--- config.mk ---
export PLATFORM = sky130hd
export DESIGN_NAME = serial_bus_mode_control
export DESIGN_NICKNAME = d
export VERILOG_FILES = /design/src/inc/serial_bus_mode_control_pkg.sv /design/src/hdl/serial_bus_mode_control.sv
export SDC_FILE = /design/constraint.sdc
export NUM_CORES = 1
export LEC_CHECK = 0
export ABC_AREA = 1
export BUFFER_PORTS_ARGS = -buffer_cell sky130_fd_sc_hd__buf_2
export CAP_MARGIN = 20
export CORE_MARGIN = 1
export CORE_UTILIZATION = 49
export DETAILED_ROUTE_END_ITERATION = 8
export GPL_TIMING_DRIVEN = 0
export PLACE_DENSITY = 0.77
export SYNTH_ARGS = -nofsm -noshare
export SYNTH_HDL_FRONTEND = slang
export SYNTH_SLANG_ARGS = --single-unit
--- constraint.sdc ---
create_clock -name core_clk -period 3.05 [get_ports core_clk]
set_clock_uncertainty 0.15 [all_clocks]
set_input_delay 0.1525 -clock core_clk [delete_from_list [all_inputs] [get_ports core_clk]]
set_output_delay 0.1525 -clock core_clk [all_outputs]
set_load 0.01 [all_outputs]
--- src/inc/serial_bus_mode_control_pkg.sv ---
// constants for the serial bus mode control block
// assumes a 32-bit classic wishbone slave with byte addresses
package serial_bus_mode_control_pkg;
    localparam int           ADDR_W            = 8;
    localparam int           DATA_W            = 32;
    localparam int           CLK_HZ            = 40000000;
    // register byte offsets
    localparam logic [7:0]   TRANSFER_CTRL_OFS = 8'h04;
    localparam logic [7:0]   BUS_COMMAND_OFS   = 8'h10;
    localparam logic [7:0]   IRQ_STATUS_OFS    = 8'h20;
    localparam logic [7:0]   IRQ_CLEAR_OFS     = 8'h24;
    localparam logic [7:0]   IRQ_ENABLE_OFS    = 8'h28;
    // transfer_control fields
    localparam int           SIZE_MSB          = 7;
    localparam int           SIZE_LSB          = 5;
    localparam int           ACK_BIT           = 4;
    localparam int           FIXED_ONE_BIT     = 3;
    localparam int           FREQ_MSB          = 2;
    localparam int           FREQ_MID          = 1;
    localparam int           FREQ0_BIT         = 0;
    // bus_command / bus_status fields
    localparam int           MASTER_BIT        = 7;
    localparam int           DIR_BIT           = 6;
    localparam int           COND_BIT          = 5;
    localparam int           PIN_BIT           = 4;
    localparam int           MODE_MSB          = 3;
    localparam int           MODE_LSB          = 2;
    localparam int           SWRST_MSB         = 1;
    localparam int           SWRST_LSB         = 0;
    // operating modes
    localparam logic [1:0]   MODE_PORT         = 2'h0;
    localparam logic [1:0]   MODE_SERIAL       = 2'h1;
    localparam logic [1:0]   MODE_BUS          = 2'h2;
    // soft reset key
    localparam logic [1:0]   SWRST_NONE        = 2'h0;
    localparam logic [1:0]   SWRST_FIRST       = 2'h2;
    localparam logic [1:0]   SWRST_SECOND      = 2'h1;
    localparam logic [3:0]   SOFT_RESET_CYCLES = 4'h4;
    // transfer size
    localparam logic [2:0]   SIZE_EIGHT_CODE   = 3'h0;
    localparam logic [3:0]   DATA_LEN_MAX      = 4'h8;
    // scl divider: period = 2^(code+5) + 72 system clocks
    localparam logic [3:0]   FREQ_N_BASE       = 4'h5;
    localparam logic [11:0]  FREQ_OFFSET       = 12'h048;
    localparam logic [11:0]  FREQ_ONE          = 12'h001;
    localparam logic [2:0]   FREQ_RESERVED     = 3'h7;
    // interrupt status bits
    localparam int           IRQ_W             = 2;
    localparam int           IRQ_SERIAL        = 0;
    localparam int           IRQ_RESET_DONE    = 1;

    typedef enum logic [1:0] {
        SR_IDLE,
        SR_ARMED,
        SR_ACTIVE
    } soft_reset_type;
endpackage : serial_bus_mode_control_pkg

--- src/hdl/serial_bus_mode_control.sv ---
// mode, size, divider and command logic of the serial bus interface
// assumes a classic wishbone master and a shifter engine on core_clk
//
// Chosen here: register access over Wishbone and the address map.
`timescale 1ns/1ps
module serial_bus_mode_control
    import serial_bus_mode_control_pkg::*;
(
    // clock and reset
    input  wire logic                core_clk,
    input  wire logic                rst,
    // wishbone slave
    input  wire logic                wb_cyc_i,
    input  wire logic                wb_stb_i,
    input  wire logic                wb_we_i,
    input  wire logic [ADDR_W-1:0]   wb_adr_i,
    input  wire logic [3:0]          wb_sel_i,
    input  wire logic [DATA_W-1:0]   wb_dat_i,
    output logic      [DATA_W-1:0]   wb_dat_o,
    output logic                     wb_ack_o,
    // engine status
    input  wire logic                serialEvent,
    input  wire logic                busBusy,
    input  wire logic [3:0]          engineFlags,
    // engine control
    output logic                     masterSelect,
    output logic                     directionSelect,
    output logic                     startRequest,
    output logic                     stopRequest,
    output logic      [1:0]          operatingMode,
    output logic                     pinsEnabled,
    output logic                     softResetActive,
    output logic      [3:0]          dataLength,
    output logic      [3:0]          clockCount,
    output logic                     ackEnable,
    output logic                     sclTick,
    // interrupts
    output logic                     serialInterrupt,
    output logic                     irq
);
    logic [2:0]         transferSize_reg;
    logic               ack_reg;
    logic [2:0]         freqSelect_reg;
    logic               serialPending_reg;
    logic [1:0]         mode_reg;
    soft_reset_type     srState_reg;
    logic [3:0]         srCount_reg;
    logic [IRQ_W-1:0]   irqStatus_reg;
    logic [IRQ_W-1:0]   irqEnable_reg;
    logic [11:0]        divCount_reg;
    logic [11:0]        divPeriod;
    logic [3:0]         freqN;
    logic               softResetMonitor;
    logic               resetDone;
    logic               busReq;
    logic               wrStrobe;
    logic               wrTransfer;
    logic               wrCommand;
    logic               wrClear;
    logic               wrEnable;
    logic [7:0]         transferRead;
    logic [7:0]         statusRead;
    logic [DATA_W-1:0]  readData;
    logic               srStart;
    logic [1:0]         cmdMode;

    // bus decode; only byte lane 0 carries register bits
    assign busReq     = wb_cyc_i && wb_stb_i && !wb_ack_o;
    assign wrStrobe   = busReq && wb_we_i && wb_sel_i[0];
    assign wrTransfer = wrStrobe && (wb_adr_i == TRANSFER_CTRL_OFS);
    assign wrCommand  = wrStrobe && (wb_adr_i == BUS_COMMAND_OFS);
    assign wrClear    = wrStrobe && (wb_adr_i == IRQ_CLEAR_OFS);
    assign wrEnable   = wrStrobe && (wb_adr_i == IRQ_ENABLE_OFS);

    // mode a command write leaves behind; a key forces bus mode
    assign cmdMode = (wb_dat_i[SWRST_MSB:SWRST_LSB] != SWRST_NONE)
                     ? MODE_BUS : wb_dat_i[MODE_MSB:MODE_LSB];
    // second key write; used to mute a tick launched on that edge
    assign srStart = wrCommand && srState_reg == SR_ARMED
                     && wb_dat_i[SWRST_MSB:SWRST_LSB] == SWRST_SECOND;

    // one wait state; ack falls the cycle after it was given
    always_ff @(posedge core_clk) begin
        if (rst) begin
            wb_ack_o <= 1'b0;
        end else begin
            wb_ack_o <= busReq;
        end
    end

    // transfer size, acknowledge and frequency settings
    always_ff @(posedge core_clk) begin
        if (rst) begin
            transferSize_reg <= SIZE_EIGHT_CODE;
            ack_reg          <= 1'b0;
            freqSelect_reg   <= 3'h0;
        end else if (wrTransfer) begin
            transferSize_reg <= wb_dat_i[SIZE_MSB:SIZE_LSB];
            ack_reg          <= wb_dat_i[ACK_BIT];
            freqSelect_reg   <= wb_dat_i[FREQ_MSB:FREQ0_BIT];
        end
    end

    // data length and clock count per transfer
    always_comb begin
        if (transferSize_reg == SIZE_EIGHT_CODE) begin
            dataLength = DATA_LEN_MAX;
        end else begin
            dataLength = {1'b0, transferSize_reg};
        end
        clockCount = dataLength + {3'h0, ack_reg};
    end
    assign ackEnable = ack_reg;

    // scl divider; reserved code stops the tick rather than guess a rate
    assign freqN     = FREQ_N_BASE + {1'b0, freqSelect_reg};
    assign divPeriod = (FREQ_ONE << freqN) + FREQ_OFFSET;

    always_ff @(posedge core_clk) begin
        if (rst || softResetActive || mode_reg == MODE_PORT
            || freqSelect_reg == FREQ_RESERVED) begin
            divCount_reg <= 12'h000;
        end else if (divCount_reg >= divPeriod - FREQ_ONE) begin
            divCount_reg <= 12'h000;
        end else begin
            divCount_reg <= divCount_reg + FREQ_ONE;
        end
    end

    always_ff @(posedge core_clk) begin
        if (rst) begin
            sclTick <= 1'b0;
        end else begin
            sclTick <= !softResetActive && !srStart
                       && mode_reg != MODE_PORT
                       && freqSelect_reg != FREQ_RESERVED
                       && divCount_reg >= divPeriod - FREQ_ONE;
        end
    end

    // operating mode; any nonzero value in the key field forces bus mode
    always_ff @(posedge core_clk) begin
        if (rst) begin
            mode_reg <= MODE_PORT;
        end else if (wrCommand) begin
            if (wb_dat_i[SWRST_MSB:SWRST_LSB] != SWRST_NONE) begin
                mode_reg <= MODE_BUS;
            end else begin
                mode_reg <= wb_dat_i[MODE_MSB:MODE_LSB];
            end
        end
    end
    assign operatingMode = mode_reg;
    assign pinsEnabled   = (mode_reg == MODE_SERIAL)
                           || (mode_reg == MODE_BUS);

    // master and direction selects; a soft reset returns slave receive
    always_ff @(posedge core_clk) begin
        if (rst || softResetActive) begin
            masterSelect    <= 1'b0;
            directionSelect <= 1'b0;
        end else if (wrCommand) begin
            masterSelect    <= wb_dat_i[MASTER_BIT];
            directionSelect <= wb_dat_i[DIR_BIT];
        end
    end

    // start and stop pulses, only a master in bus mode drives conditions
    always_ff @(posedge core_clk) begin
        if (rst) begin
            startRequest <= 1'b0;
            stopRequest  <= 1'b0;
        end else begin
            startRequest <= wrCommand && wb_dat_i[MASTER_BIT]
                            && wb_dat_i[COND_BIT]
                            && mode_reg == MODE_BUS
                            && cmdMode == MODE_BUS
                            && !softResetActive;
            stopRequest  <= wrCommand && wb_dat_i[MASTER_BIT]
                            && !wb_dat_i[COND_BIT]
                            && mode_reg == MODE_BUS
                            && cmdMode == MODE_BUS
                            && !softResetActive;
        end
    end

    // pending serial interrupt; a new event wins over a clear
    always_ff @(posedge core_clk) begin
        if (rst || softResetActive) begin
            serialPending_reg <= 1'b0;
        end else if (serialEvent) begin
            serialPending_reg <= 1'b1;
        end else if (wrCommand && wb_dat_i[PIN_BIT]) begin
            serialPending_reg <= 1'b0;
        end
    end
    assign serialInterrupt = serialPending_reg;

    // two-step soft reset key, any other command write except a repeated first key disarms it
    always_ff @(posedge core_clk) begin
        if (rst) begin
            srState_reg <= SR_IDLE;
            srCount_reg <= 4'h0;
        end else begin
            case (srState_reg)
                SR_IDLE: begin
                    if (wrCommand && wb_dat_i[SWRST_MSB:SWRST_LSB]
                        == SWRST_FIRST) begin
                        srState_reg <= SR_ARMED;
                    end
                end
                SR_ARMED: begin
                    if (wrCommand) begin
                        if (wb_dat_i[SWRST_MSB:SWRST_LSB]
                            == SWRST_SECOND) begin
                            srState_reg <= SR_ACTIVE;
                            srCount_reg <= SOFT_RESET_CYCLES;
                        end else if (wb_dat_i[SWRST_MSB:SWRST_LSB]
                                     != SWRST_FIRST) begin
                            srState_reg <= SR_IDLE;
                        end
                    end
                end
                SR_ACTIVE: begin
                    srCount_reg <= srCount_reg - 4'h1;
                    if (srCount_reg == 4'h1) begin
                        srState_reg <= SR_IDLE;
                    end
                end
                default: begin
                    srState_reg <= SR_IDLE;
                end
            endcase
        end
    end
    assign softResetActive  = (srState_reg == SR_ACTIVE);
    assign softResetMonitor = !softResetActive;
    assign resetDone        = softResetActive && srCount_reg == 4'h1;

    // sticky interrupt status; set wins over clear
    always_ff @(posedge core_clk) begin
        if (rst) begin
            irqStatus_reg <= '0;
        end else begin
            irqStatus_reg <= (irqStatus_reg
                              & ~(wrClear ? wb_dat_i[IRQ_W-1:0] : '0))
                             | {resetDone, serialEvent};
        end
    end

    always_ff @(posedge core_clk) begin
        if (rst) begin
            irqEnable_reg <= '0;
        end else if (wrEnable) begin
            irqEnable_reg <= wb_dat_i[IRQ_W-1:0];
        end
    end
    assign irq = |(irqStatus_reg & irqEnable_reg);

    // read views; bit 0 shows the monitor except in serial mode
    always_comb begin
        transferRead                    = 8'h00;
        transferRead[SIZE_MSB:SIZE_LSB] = transferSize_reg;
        transferRead[ACK_BIT]           = ack_reg;
        transferRead[FIXED_ONE_BIT]     = 1'b1;
        transferRead[FREQ_MSB:FREQ_MID] = freqSelect_reg[FREQ_MSB:FREQ_MID];
        transferRead[FREQ0_BIT]         = (mode_reg == MODE_SERIAL)
                                          ? freqSelect_reg[FREQ0_BIT]
                                          : softResetMonitor;
        statusRead                      = {4'h0, engineFlags};
        statusRead[MASTER_BIT]          = masterSelect;
        statusRead[DIR_BIT]             = directionSelect;
        statusRead[COND_BIT]            = busBusy;
        statusRead[PIN_BIT]             = !serialPending_reg;
        case (wb_adr_i)
            TRANSFER_CTRL_OFS: readData = {24'h000000, transferRead};
            BUS_COMMAND_OFS:   readData = {24'h000000, statusRead};
            IRQ_STATUS_OFS:    readData = {30'h00000000, irqStatus_reg};
            IRQ_ENABLE_OFS:    readData = {30'h00000000, irqEnable_reg};
            default:           readData = 32'h00000000;
        endcase
    end

    always_ff @(posedge core_clk) begin
        if (rst) begin
            wb_dat_o <= 32'h00000000;
        end else if (busReq && !wb_we_i) begin
            wb_dat_o <= readData;
        end
    end
endmodule : serial_bus_mode_control

* Yosys cells after proc, flatten, opt, wreduce, memory -nomap -nowiden
Cells that the tools add are included.
W data, S select, Z words.
** Word-level totals
- Register bits after elaboration :: 70
- Bits of input ports :: 55
** Operators by class
- Reductions and logical operators :: 48
- Multiplexer cells :: 16
- Equality and inequality tests :: 21
- Bitwise operators :: 4
- Add/sub/neg operators :: 6
- Shifts and indexed selects :: 1
- $lt $le $gt $ge :: 1
** Operator list (count)
- $pmux W8 S4 :: 1
- $logic_and A1 B1 Y1 :: 27
- $eq A8 B6 Y1 const B :: 3
- $mux W2 :: 7
- $add A12 B1 Y12 const B :: 1
- $add A12 B7 Y12 const B :: 1
- $ge A12 B12 Y1 :: 1
- $mux W4 :: 3
- $shl A1 B4 Y12 const A :: 1
- $sub A12 B1 Y12 const B :: 1
- $eq A2 B2 Y1 const B :: 4
- $eq A8 B3 Y1 const B :: 1
- $eq A8 B5 Y1 const B :: 1
- $pmux W4 S2 :: 1
- $reduce_bool A2 Y1 :: 4
- $eq A2 B1 Y1 const B :: 3
- $logic_not A1 Y1 :: 6
- $ne A2 B2 Y1 const B :: 3
- $pmux W2 S3 :: 1
- $add A3 B3 Y4 const A :: 1
- $add A4 B1 Y4 :: 1
- $and A2 B2 Y2 :: 2
- $eq A4 B1 Y1 const B :: 1
- $logic_not A2 Y1 :: 2
- 13 further kinds :: 20

* Logic depth before layout (Yosys ltp)
Gate-level depths: netlist of run 1.
- Depth in word-level cells :: 12
- Gate-level depth with buffers :: 14
- Depth with buffers taken out :: 13

* Worst setup path after synthesis of run 1
OpenSTA, ideal clock, no wires.
- Kind :: register to register
- Start point :: reg freqSelect_reg[1]
- End point :: reg divCount_reg[5]
- Required time :: 2783 ps
- Clock period less this slack :: 2292 ps
- Data arrival time :: 2025 ps
- Path slack :: 758 ps
- Stages on the path, launching flop included :: 14
- Path through :: dfxtp_1 nand2_1 inv_1 ha_1 nor2_1 o21ai_0 ha_1 nand2_1 o21bai_1 a21oi_1 nor2_4 nand3_2 buf_6 nor2_2
** On the way
- Longest elaborated chain between the ends :: 6
- Elaborated cells between the ends (all ways) :: 8
- Classes of those cells :: 3 x add/sub; 1 x order compare; 1 x eq/ne; 1 x shift; 2 x reduce/logical
** RTL lines
- from (decl) :: line serial_bus_mode_control.sv:43 : logic [2:0] freqSelect_reg;
- from (signal assigned) :: line serial_bus_mode_control.sv:100 : freqSelect_reg <= wb_dat_i[FREQ_MSB:FREQ0_BIT];
- $add A3 B3 Y4 :: line serial_bus_mode_control.sv:116 : assign freqN = FREQ_N_BASE + {1'b0, freqSelect_reg};
- $shl A1 B4 Y12 :: line serial_bus_mode_control.sv:117 : assign divPeriod = (FREQ_ONE << freqN) + FREQ_OFFSET;
- $add A12 B7 Y12 :: line serial_bus_mode_control.sv:117
- $sub A12 B1 Y12 :: line serial_bus_mode_control.sv:123 : end else if (divCount_reg >= divPeriod - FREQ_ONE) begin
- $ge A12 B12 Y1 :: line serial_bus_mode_control.sv:123
- $reduce_or A2 Y1 (no line) *
- to (signal assigned) :: line serial_bus_mode_control.sv:126 : divCount_reg <= divCount_reg + FREQ_ONE;
- to (decl) :: line serial_bus_mode_control.sv:50 : logic [11:0] divCount_reg;
Every way passes the cells marked *; elsewhere a longest branch is shown, timed or not.
A chain may end at the register's enable or synchronous reset.

* Worst setup path in the final report of run 1
- Start point :: reg freqSelect_reg[1]
- End point :: reg divCount_reg[7]
The elaborated chain is that of the path after synthesis.

==> key figures, run 1 <==
Outcome
  – Outcome: finished, final reports clean

Worst setup path
  – R2r setup slk: 450 ps
  – CP Max Fanout: 10
  – Cell Chain, Critical Path: nand2_1, inv_1, ha_1, nor2_1, o21ai_0, ha_1, nand2_1, o21bai_1, a21oi_1, nor2_4, nand3_2, buf_6, nor2_2
  – R2R depth: 13
  – CP max-delay cell: dfxtp_1
  – Worst setup SP type: flip-flop
  – Required time of the critical path: just over 3000 ps
  – Worst path max stage delay: 480 ps
  – Setup CP Type: flip-flop to flip-flop
  – Crit end category: flip-flop
  – Arrival @ worst endpoint: 2640 ps

Yosys
  – Post-synth top flop: dfxtp_1
  – Post-synth ARST share: 0%
  – Yosys warns: 0
  – Synth cell types: 37
  – Post-Syn Area per Cell: 7.34 µm²
  – Yosys reg bits: 46
  – Number of flops mapped to enable cells by yosys: 0
  – Netlist Area Pre-Place: 0.00280 mm²
  – Post-synthesis sequential area ratio: 32.9%
  – Cell count after synthesis: between 300 and 400

Clock tree
  – CTS buffer count: 5
  – H-tree level count: 2
  – Clock transition at path regs: 80 ps
  – CTS tree: yes
  – CTS max path bufs: 2
  – CTS Sinks: 46
  – Worst-Skew Late Latency: 300 ps
  – Setup Buffers After CTS: 0
  – Clock root cell: clkbuf_8

Global routing
  – Grt total ovfl: 0
  – GR Layer Usage met2: around two fifths
  – GR Util All Layers: a little over a fifth
  – Largest net degree at the start of global routing: 15
  – Busiest grt layer: met2
  – GRT met1 Usage: 24.9%
  – Number of global-route vias before repair: 2,490
  – Grt met3 use: approximately 3.3%
  – Initial antenna violation count: 0
  – Global-route wire length before repair: 10.5 mm

Routing
  – Remaining DRCs: 0
  – 1st-iter DRT viols: 91
  – Routed length per instance: around 11 µm
  – Overall via count from detail_route: 2,587
  – WL final: 6.15 mm
  – Routed Antenna Nets: 0
  – Vias per inst: 4.72
  – First-pass DRT Iterations: 5

Floorplanning
  – Die Height: a little under 80 µm
  – Row cnt: 27
  – Core box area: between 0.005 and 0.006 mm²
  – Die footprint: 0.00603 mm²
  – Die Width: 77.6 µm
  – Ports: approximately 110
  – Initial cell density of the core: around 51%

Worst hold path
  – Hold Path Cell Cnt: 3
  – Worst Hold Class: input pin to flip-flop

Placed design
  – Post-DP HPWL: 4.79 mm
  – Gpl congestion: 0.840
  – Placed Area: 0.00325 mm²
  – Worst slack, placed: 468 ps
  – Port Buffers: 55

Final layout
  – Post-layout util: 62.6%
  – Max reg flops: 12
  – Ant. Diodes: 0
  – Layout cell share with drive strength beyond 1: about a quarter
  – Final instance area: 0.00344 mm²
  – Area grow syn2layout: 22.9%
  – Fin nets: 549

Job
  – # Max-Cap Violations: 0

Timing
  – Max Fclk: 0.385 GHz
  – Post-route setup slack: 452 ps
  – Setup TNS: 0 ps
  – Minimum clock period: 2600 ps
  – RSZ-0062 raised after global routing: no
  – Slew Limit Fails: 0
  – Setup Viol. Count Final: 0
  – Final hold vios: 0
  – Final Cycle Share: 85.2%

Power and ir drop
  – Power per Cell Area: between 300 and 400 mW/mm²
  – Leak Pwr: 1.66 nW
  – Max IR drop VDD: 254 µV
==> cell usage after synthesis, drive strengths merged, types with 2 or more instances <==
cell type  instances  area share, %
nand4              4           0.89
xnor2              7            2.2
dfxtp             46             33
o21ai             26            4.6
nand2             76             11
o21bai             2           0.54
nand3             26            5.2
clkbuf             6           0.80
buf               25            6.8
nor3               6            1.5
nor2              46            9.3
a21oi             31            5.5
ha                19            8.5
clkinv             2           0.31
xor2               4            1.2
a31oi              2           0.45
inv               45            6.2
conb               2           0.27
==> placed cells by master, fill, tap and decap left out, drive strengths merged, types with 2 or more instances in the layout <==
cell type,n
buf,80
nand2,76
dfxtp,46
nor2,46
inv,45
a21oi,31
nand3,26
o21ai,26
conb,25
ha,19
clkbuf,12
dlygate4sd3,8
xnor2,7
nor3,6
xor2,4
nand4,4
o21bai,2
a31oi,2
clkinv,2
==> metal layers <==
layer	wire length (µm)	vias to the layer above
met5	0	-
met3	319	9
met1	2730	1144
li1	-	1369
met4	78	0
met2	3030	65
==> final timing paths <==
check	end	start
setup / recovery	divCount_reg[7]	freqSelect_reg[1]
hold / removal	freqSelect_reg[0]	wb_dat_i[0]
setup reg to reg	divCount_reg[7]	freqSelect_reg[1]
hold reg to reg	wb_dat_o[6]	wb_dat_o[6]
==> report_power, final <==
group          internal (mW)  total [mW]  switching [mW]  leakage [nW]
clock network          0.245       0.452           0.207        0.0514
registers              0.603       0.605         0.00218         0.371
logic                 0.0505       0.111          0.0601          1.23
total                  0.898        1.17           0.269          1.66
==> worst max-delay path: cells and delay by family (launching register included) <==
family,cells,cell delay (ps)
compound gates,3,480
buf+inv,2,270
simple gates,6,510
flops,1,480
fa+ha+maj,2,580
==> what timing repair did <==
item                                   in CTS  in global routing
gates resized for setup                     0                  0
endpoints found under the hold margin      12                  0
hold buffers                                8                  0
==> area by class of cell <==
cell class / count / area [µm²]
sequential: 46 / 921
multi-input combinational: 281 / 1570
timing repair buffer: 63 / 355
tap: 72 / 90.1
fill: 516 / 2060
buffer: 31 / 214
clock buffer: 6 / 72.6
clock inverter: 2 / 37.5
inverter: 47 / 183
==> metrics by stage <==
step	std cells	hold WS, ps	power [mW]
6_report	548	21.1	1.17
5_1_grt	548	46.0	1.21
4_1_cts	548	13.2	1.17
3_5_place_dp	532	203	0.721
3_3_place_gp	532	195	0.719
2_1_floorplan	405	81.6	0.689
==> cell families (layout without fill, tap and decap cells) <==
family          count (synthesis)  in the layout  synth area share [%]
compound gates                 64             64                  12.1
xor+xnor                       11             11                  3.44
fa+ha+maj                      19             19                  8.48
buf+inv                        78            149                  14.2
flops                          46             46                  32.9
other cells                     2             25                 0.268
simple gates                  162            162                  28.7
No activity file was read; power rests on OpenSTA's default activity.
==> run 2: changes to the inputs <==
- CORE_ASPECT_RATIO: unset -> 1.1
==> key figures, run 2 (synthesized netlist as in run 1, its figures left out) <==
Floorplanning
  – Initial cell density of the core: around half
  – Row cnt: 28
  – Die Height: 81.3 µm
  – Ports: 108
  – Core box area: 0.00543 mm²
  – Die Width: 74.1 µm
  – Die footprint: 0.00603 mm²

Final layout
  – Commonest non-fill, non-tap cell in the layout: nand2_1
  – Ant. Diodes: 0
  – Layout cell share with drive strength beyond 1: between 20% and 30%
  – Fillcell total: approximately 500
  – Most frequent cells in the layout: 72 x nand2_1, 55 x buf_2, 46 x dfxtp_1, 35 x inv_1, 31 x a21oi_1
  – Max reg flops: 12
  – Fin nets: ~550
  – Area grow syn2layout: 21.7%

Worst setup path
  – Worst setup SP type: flip-flop
  – Arrival @ worst endpoint: 2660 ps
  – Crit end category: flip-flop
  – CP bufs+invs: 2
  – CP delay by family, top: adder cells
  – CP Max Fanout: 10
  – CP max-delay cell: dfxtp_1
  – Setup CP Type: flip-flop to flip-flop
  – Cell Chain, Critical Path: nand2_1, inv_1, ha_1, nor2_1, o21ai_0, ha_1, nand2_1, o21bai_1, a21oi_1, nor2_4, nand3_2, buf_6, nor2_2
  – Required time of the critical path: 3090 ps
  – Worst path max stage delay: 460 ps

Clock tree
  – Clock transition at path regs: 80 ps
  – CTS max path bufs: 2
  – H-tree level count: 2
  – CTS buffer count: 5
  – Setup Buffers After CTS: 0
  – # resized after CTS: 0
  – CTS Sinks: between 40 and 50
  – Worst-Skew Late Latency: approximately 300 ps
  – Cts hold-fix bufs: 6
  – Clock root cell: clkbuf_8
  – CTS tree: yes

Timing
  – Minimum clock period: 2620 ps
  – RSZ-0062 raised after global routing: no
  – Setup TNS: 0 ps
  – Final Cycle Share: between 80 and 90%
  – Setup Viol. Count Final: 0
  – Fin Hold WS: 15.2 ps
  – Final hold vios: 0
  – Slew Limit Fails: 0
  – Post-route setup slack: about 430 ps
  – Max Fclk: between 0.3 and 0.4 GHz

Global routing
  – Global-route wire length before repair: between 9 and 10 mm
  – Grt total ovfl: 0
  – GR Util All Layers: between 20 and 25%
  – Number of global-route vias before repair: between 2,000 and 2,500
  – Initial antenna violation count: 0
  – Largest net degree at the start of global routing: 14

Power and ir drop
  – Int Power: ~0.84 mW
  – Sw Ratio: 23.7%
  – Gate power share: 10.0%
  – Power per Cell Area: 321 mW/mm²
  – Max IR drop VDD: 226 µV
  – Leak Pwr: 1.64 nW
  – Seq pwr share: ~55%
  – Power share of the clock group: 34.7%
  – Switching pwr: 0.259 mW

Routing
  – Routed length per instance: 10.7 µm
  – First-pass DRT Iterations: 4
  – WL final: 5.90 mm
  – Remaining DRCs: 0
  – Overall via count from detail_route: between 2,000 and 3,000
  – 1st-iter DRT viols: 97
  – Routed Antenna Nets: 0
  – Vias per inst: 4.72

Job
  – # Max-Cap Violations: 0

Outcome
  – Outcome: finished, final reports clean

Placed design
  – Gpl congestion: ~0.84
  – Post-DP HPWL: 4.71 mm
  – Worst slack, placed: 434 ps
  – Port Buffers: 55

Worst hold path
  – Worst Hold Class: input pin to flip-flop
-- run 2: stage by stage --
step	area, µm²	cells	utilization, %	power, mW
detailed placement	3260	535	60.0	0.720
floorplan	2890	405	-	0.689
CTS	3410	549	62.8	1.11
finish	3410	549	62.8	1.09
global placement	3260	535	60.0	0.719
global route	3410	549	62.8	1.14
-- run 2: routing by layer --
layer / global-route usage [%] / vias to the layer above / wire length (µm)
met5: 0 / - / 0
met4: 7.69 / 0 / 92
met3: 3.85 / 9 / 239
met2: 38.7 / 59 / 3080
met1: 21.2 / 1162 / 2490
li1: - / 1362 / -
-- run 2: final timing paths --
| check | depth (start not counted) | slack [ps] | end | start |
|---|---|---|---|---|
| setup / recovery | 13 | 430 | divCount_reg[8] | freqSelect_reg[1] |
| hold / removal | 3 | 20 | freqSelect_reg[2] | wb_dat_i[2] |
| setup reg to reg | 13 | 430 | divCount_reg[8] | freqSelect_reg[1] |
| hold reg to reg | 2 | 310 | wb_dat_o[7] | wb_dat_o[7] |
-- run 2: cell type report --
type | instances | area (µm²) | share of cell area [%]
sequential | 46 | 921 | 27.0
clock inverter | 1 | 5.00 | 0.147
inverter | 47 | 183 | 5.36
multi-input combinational | 281 | 1570 | 46.1
tap | 75 | 93.8 | 2.75
clock buffer | 7 | 86.3 | 2.53
timing repair buffer | 61 | 335 | 9.83
buffer | 31 | 214 | 6.28
-- run 2: worst min-delay path: stages --
cell	delay, ps
buf_2	100
o21ai_1	70
a21oi_1	100
-- run 2: power groups by stage --
| stage | clock [mW] | sequential, mW | combinational (mW) |
|---|---|---|---|
| 6_report | 0.380 | 0.605 | 0.110 |
| 4_1_cts | 0.394 | 0.605 | 0.107 |
| 5_1_grt | 0.413 | 0.605 | 0.122 |
| 3_3_place_gp | 0 | 0.619 | 0.100 |
| 3_5_place_dp | 0 | 0.619 | 0.101 |
| 2_1_floorplan | 0 | 0.620 | 0.0692 |
==> run 3: changes to the inputs <==
- CELL_PAD_IN_SITES_DETAIL_PLACEMENT: unset -> 1
- CELL_PAD_IN_SITES_GLOBAL_PLACEMENT: unset -> 1
- CORE_UTILIZATION: 49 -> 35
- CTS_BUF_LIST: unset -> sky130_fd_sc_hd__clkbuf_2
- PLACE_DENSITY: 0.77 -> 0.79
==> key figures, run 3 (synthesized netlist as in run 1, its figures left out) <==
Worst setup path
  – Worst path max stage delay: 610 ps
  – Crit end category: flip-flop
  – Required time of the critical path: 3310 ps
  – Setup CP Type: input pin to flip-flop
  – Cell Chain, Critical Path: dlygate4sd3_1, buf_2, nand2_1, dlygate4sd3_1, nor2_1, nand3_2, nor2_8, nand3_1, nor3_1, dlygate4sd3_1
  – CP max-delay cell: dlygate4sd3_1
  – Most Frequent Cell on Critical Path: dlygate4sd3_1
  – CP Max Fanout: 7
  – Worst setup SP type: input pin
  – CP delay by family, top: buffers and inverters
  – Arrival @ worst endpoint: between 2000 and 3000 ps
  – CP bufs+invs: 4

Timing
  – Final Cycle Share: a little under nine tenths
  – Setup TNS: 0 ps
  – Final hold vios: 0
  – Slew Limit Fails: 0
  – Setup Viol. Count Final: 0
  – Post-route setup slack: 420 ps
  – Max Fclk: 0.380 GHz
  – RSZ-0062 raised after global routing: no
  – Minimum clock period: 2630 ps

Floorplanning
  – Die Width: 87.3 µm
  – Die footprint: 0.00837 mm²
  – Core box area: roughly 0.0076 mm²
  – Die Height: 95.9 µm
  – Row cnt: 33
  – Initial cell density of the core: 36.9%
  – Ports: 108

Clock tree
  – H-tree level count: 2
  – CTS tree: yes
  – Clock root cell: clkbuf_2
  – Worst-Skew Late Latency: 440 ps
  – CTS buffer count: 5
  – Clock transition at path regs: 280 ps
  – Setup Buffers After CTS: 0
  – CTS max path bufs: 2
  – CTS Sinks: 46

Placed design
  – Placed Instances: 565
  – Gpl congestion: 0.828
  – Worst slack, placed: between 400 and 500 ps
  – Port Buffers: 55
  – Post-DP HPWL: 5.91 mm

Global routing
  – Initial antenna violation count: 0
  – Global-route wire length before repair: between 10 and 15 mm
  – Grt total ovfl: 0
  – Number of global-route vias before repair: 2,886
  – Largest net degree at the start of global routing: 15
  – GR Util All Layers: 19.9%

Routing
  – Remaining DRCs: 0
  – WL final: 7.75 mm
  – 1st-iter DRT viols: 68
  – Vias per inst: 4.63
  – Overall via count from detail_route: 2,763
  – Routed Antenna Nets: 0
  – Routed length per instance: 13.0 µm
  – First-pass DRT Iterations: 4

Final layout
  – Final non-filler cell total: between 500 and 600
  – Fin nets: 565
  – Ant. Diodes: 0
  – Post-layout util: 47.4%
  – Layout cell share with drive strength beyond 1: 26.0%
  – Most frequent cells in the layout: 72 x nand2_1, 55 x buf_2, 46 x dfxtp_1, 35 x inv_1, 31 x a21oi_1
  – Max reg flops: 12
  – Area grow syn2layout: 28.6%
  – Commonest non-fill, non-tap cell in the layout: nand2_1

Power and ir drop
  – Max IR drop VDD: 160 µV
  – Leak Pwr: 1.71 nW
  – Power per Cell Area: 303 mW/mm²

Outcome
  – Outcome: finished, final reports clean

Worst hold path
  – Worst Hold Class: input pin to flip-flop

Job
  – # Max-Cap Violations: 0
==> run 3: cell count changes in the layout (fill, tap and decap cells not counted), sizes merged <==
cell,previous run,this run
clkbuf,13,12
bufinv,0,1
clkinvlp,0,1
dlygate4sd3,6,24
clkinv,3,2
==> run 3: cell type report <==
cell class | count | area, µm²
fillers | 1023 | 3990
inverters | 47 | 183
well taps | 105 | 131
multi-input cells | 281 | 1570
plain buffers | 31 | 214
repair buffers | 79 | 515
clock buffers | 6 | 30.0
flip-flops and latches | 46 | 921
clock inverters | 2 | 37.5
==> run 3: per-layer routing <==
metal  up-vias  GRT usage [%]  share of wire [%]
met2        57           40.8                 55
met5         -              0                  0
met1      1288           19.5                 39
li1       1402              -                  -
met3        16           3.52                3.6
met4         0           7.65                2.7
==> run 3: report_power, final <==
| part | switching (mW) | total (mW) | internal, mW |
|---|---|---|---|
| combinational | 0.0672 | 0.130 | 0.0631 |
| sequential | 0.00181 | 0.608 | 0.606 |
| clock | 0.211 | 0.352 | 0.142 |
| total | 0.280 | 1.09 | 0.811 |
==> run 3: worst reg2reg max path: stages (launching register included) <==
cell and delay [ps]:
dfxtp_1 510, nand2_1 120, inv_1 80, ha_1 290, nor2_1 140, o21ai_0 110
ha_1 310, nand2_1 70, o21bai_1 150, a21oi_1 230, nor2_4 60, nand3_2 100
buf_6 180, nor2_2 50
==> run 3: final timing paths <==
path,startpoint,endpoint,slack (ps),cells after the start
setup / recovery,wb_stb_i,stopRequest,420,10
hold reg to reg,wb_dat_o[4],wb_dat_o[4],330,2
setup reg to reg,freqSelect_reg[1],divCount_reg[5],430,13
hold / removal,wb_adr_i[4],masterSelect,90,7
==> run 3: repair_timing <==
item / 4_1_cts / 5_1_grt
hold buffers: 23 / 1
endpoints found under the hold margin: 29 / 1
gates resized for setup: 0 / 0
==> run 3: through the flow <==
stage	instance area, µm²	hold WS (ps)	power (mW)
4_1_cts	3590	2.36	1.10
6_report	3600	94.6	1.09
3_3_place_gp	3300	201	0.721
2_1_floorplan	2890	81.6	0.689
3_5_place_dp	3300	204	0.723
5_1_grt	3600	120	1.14
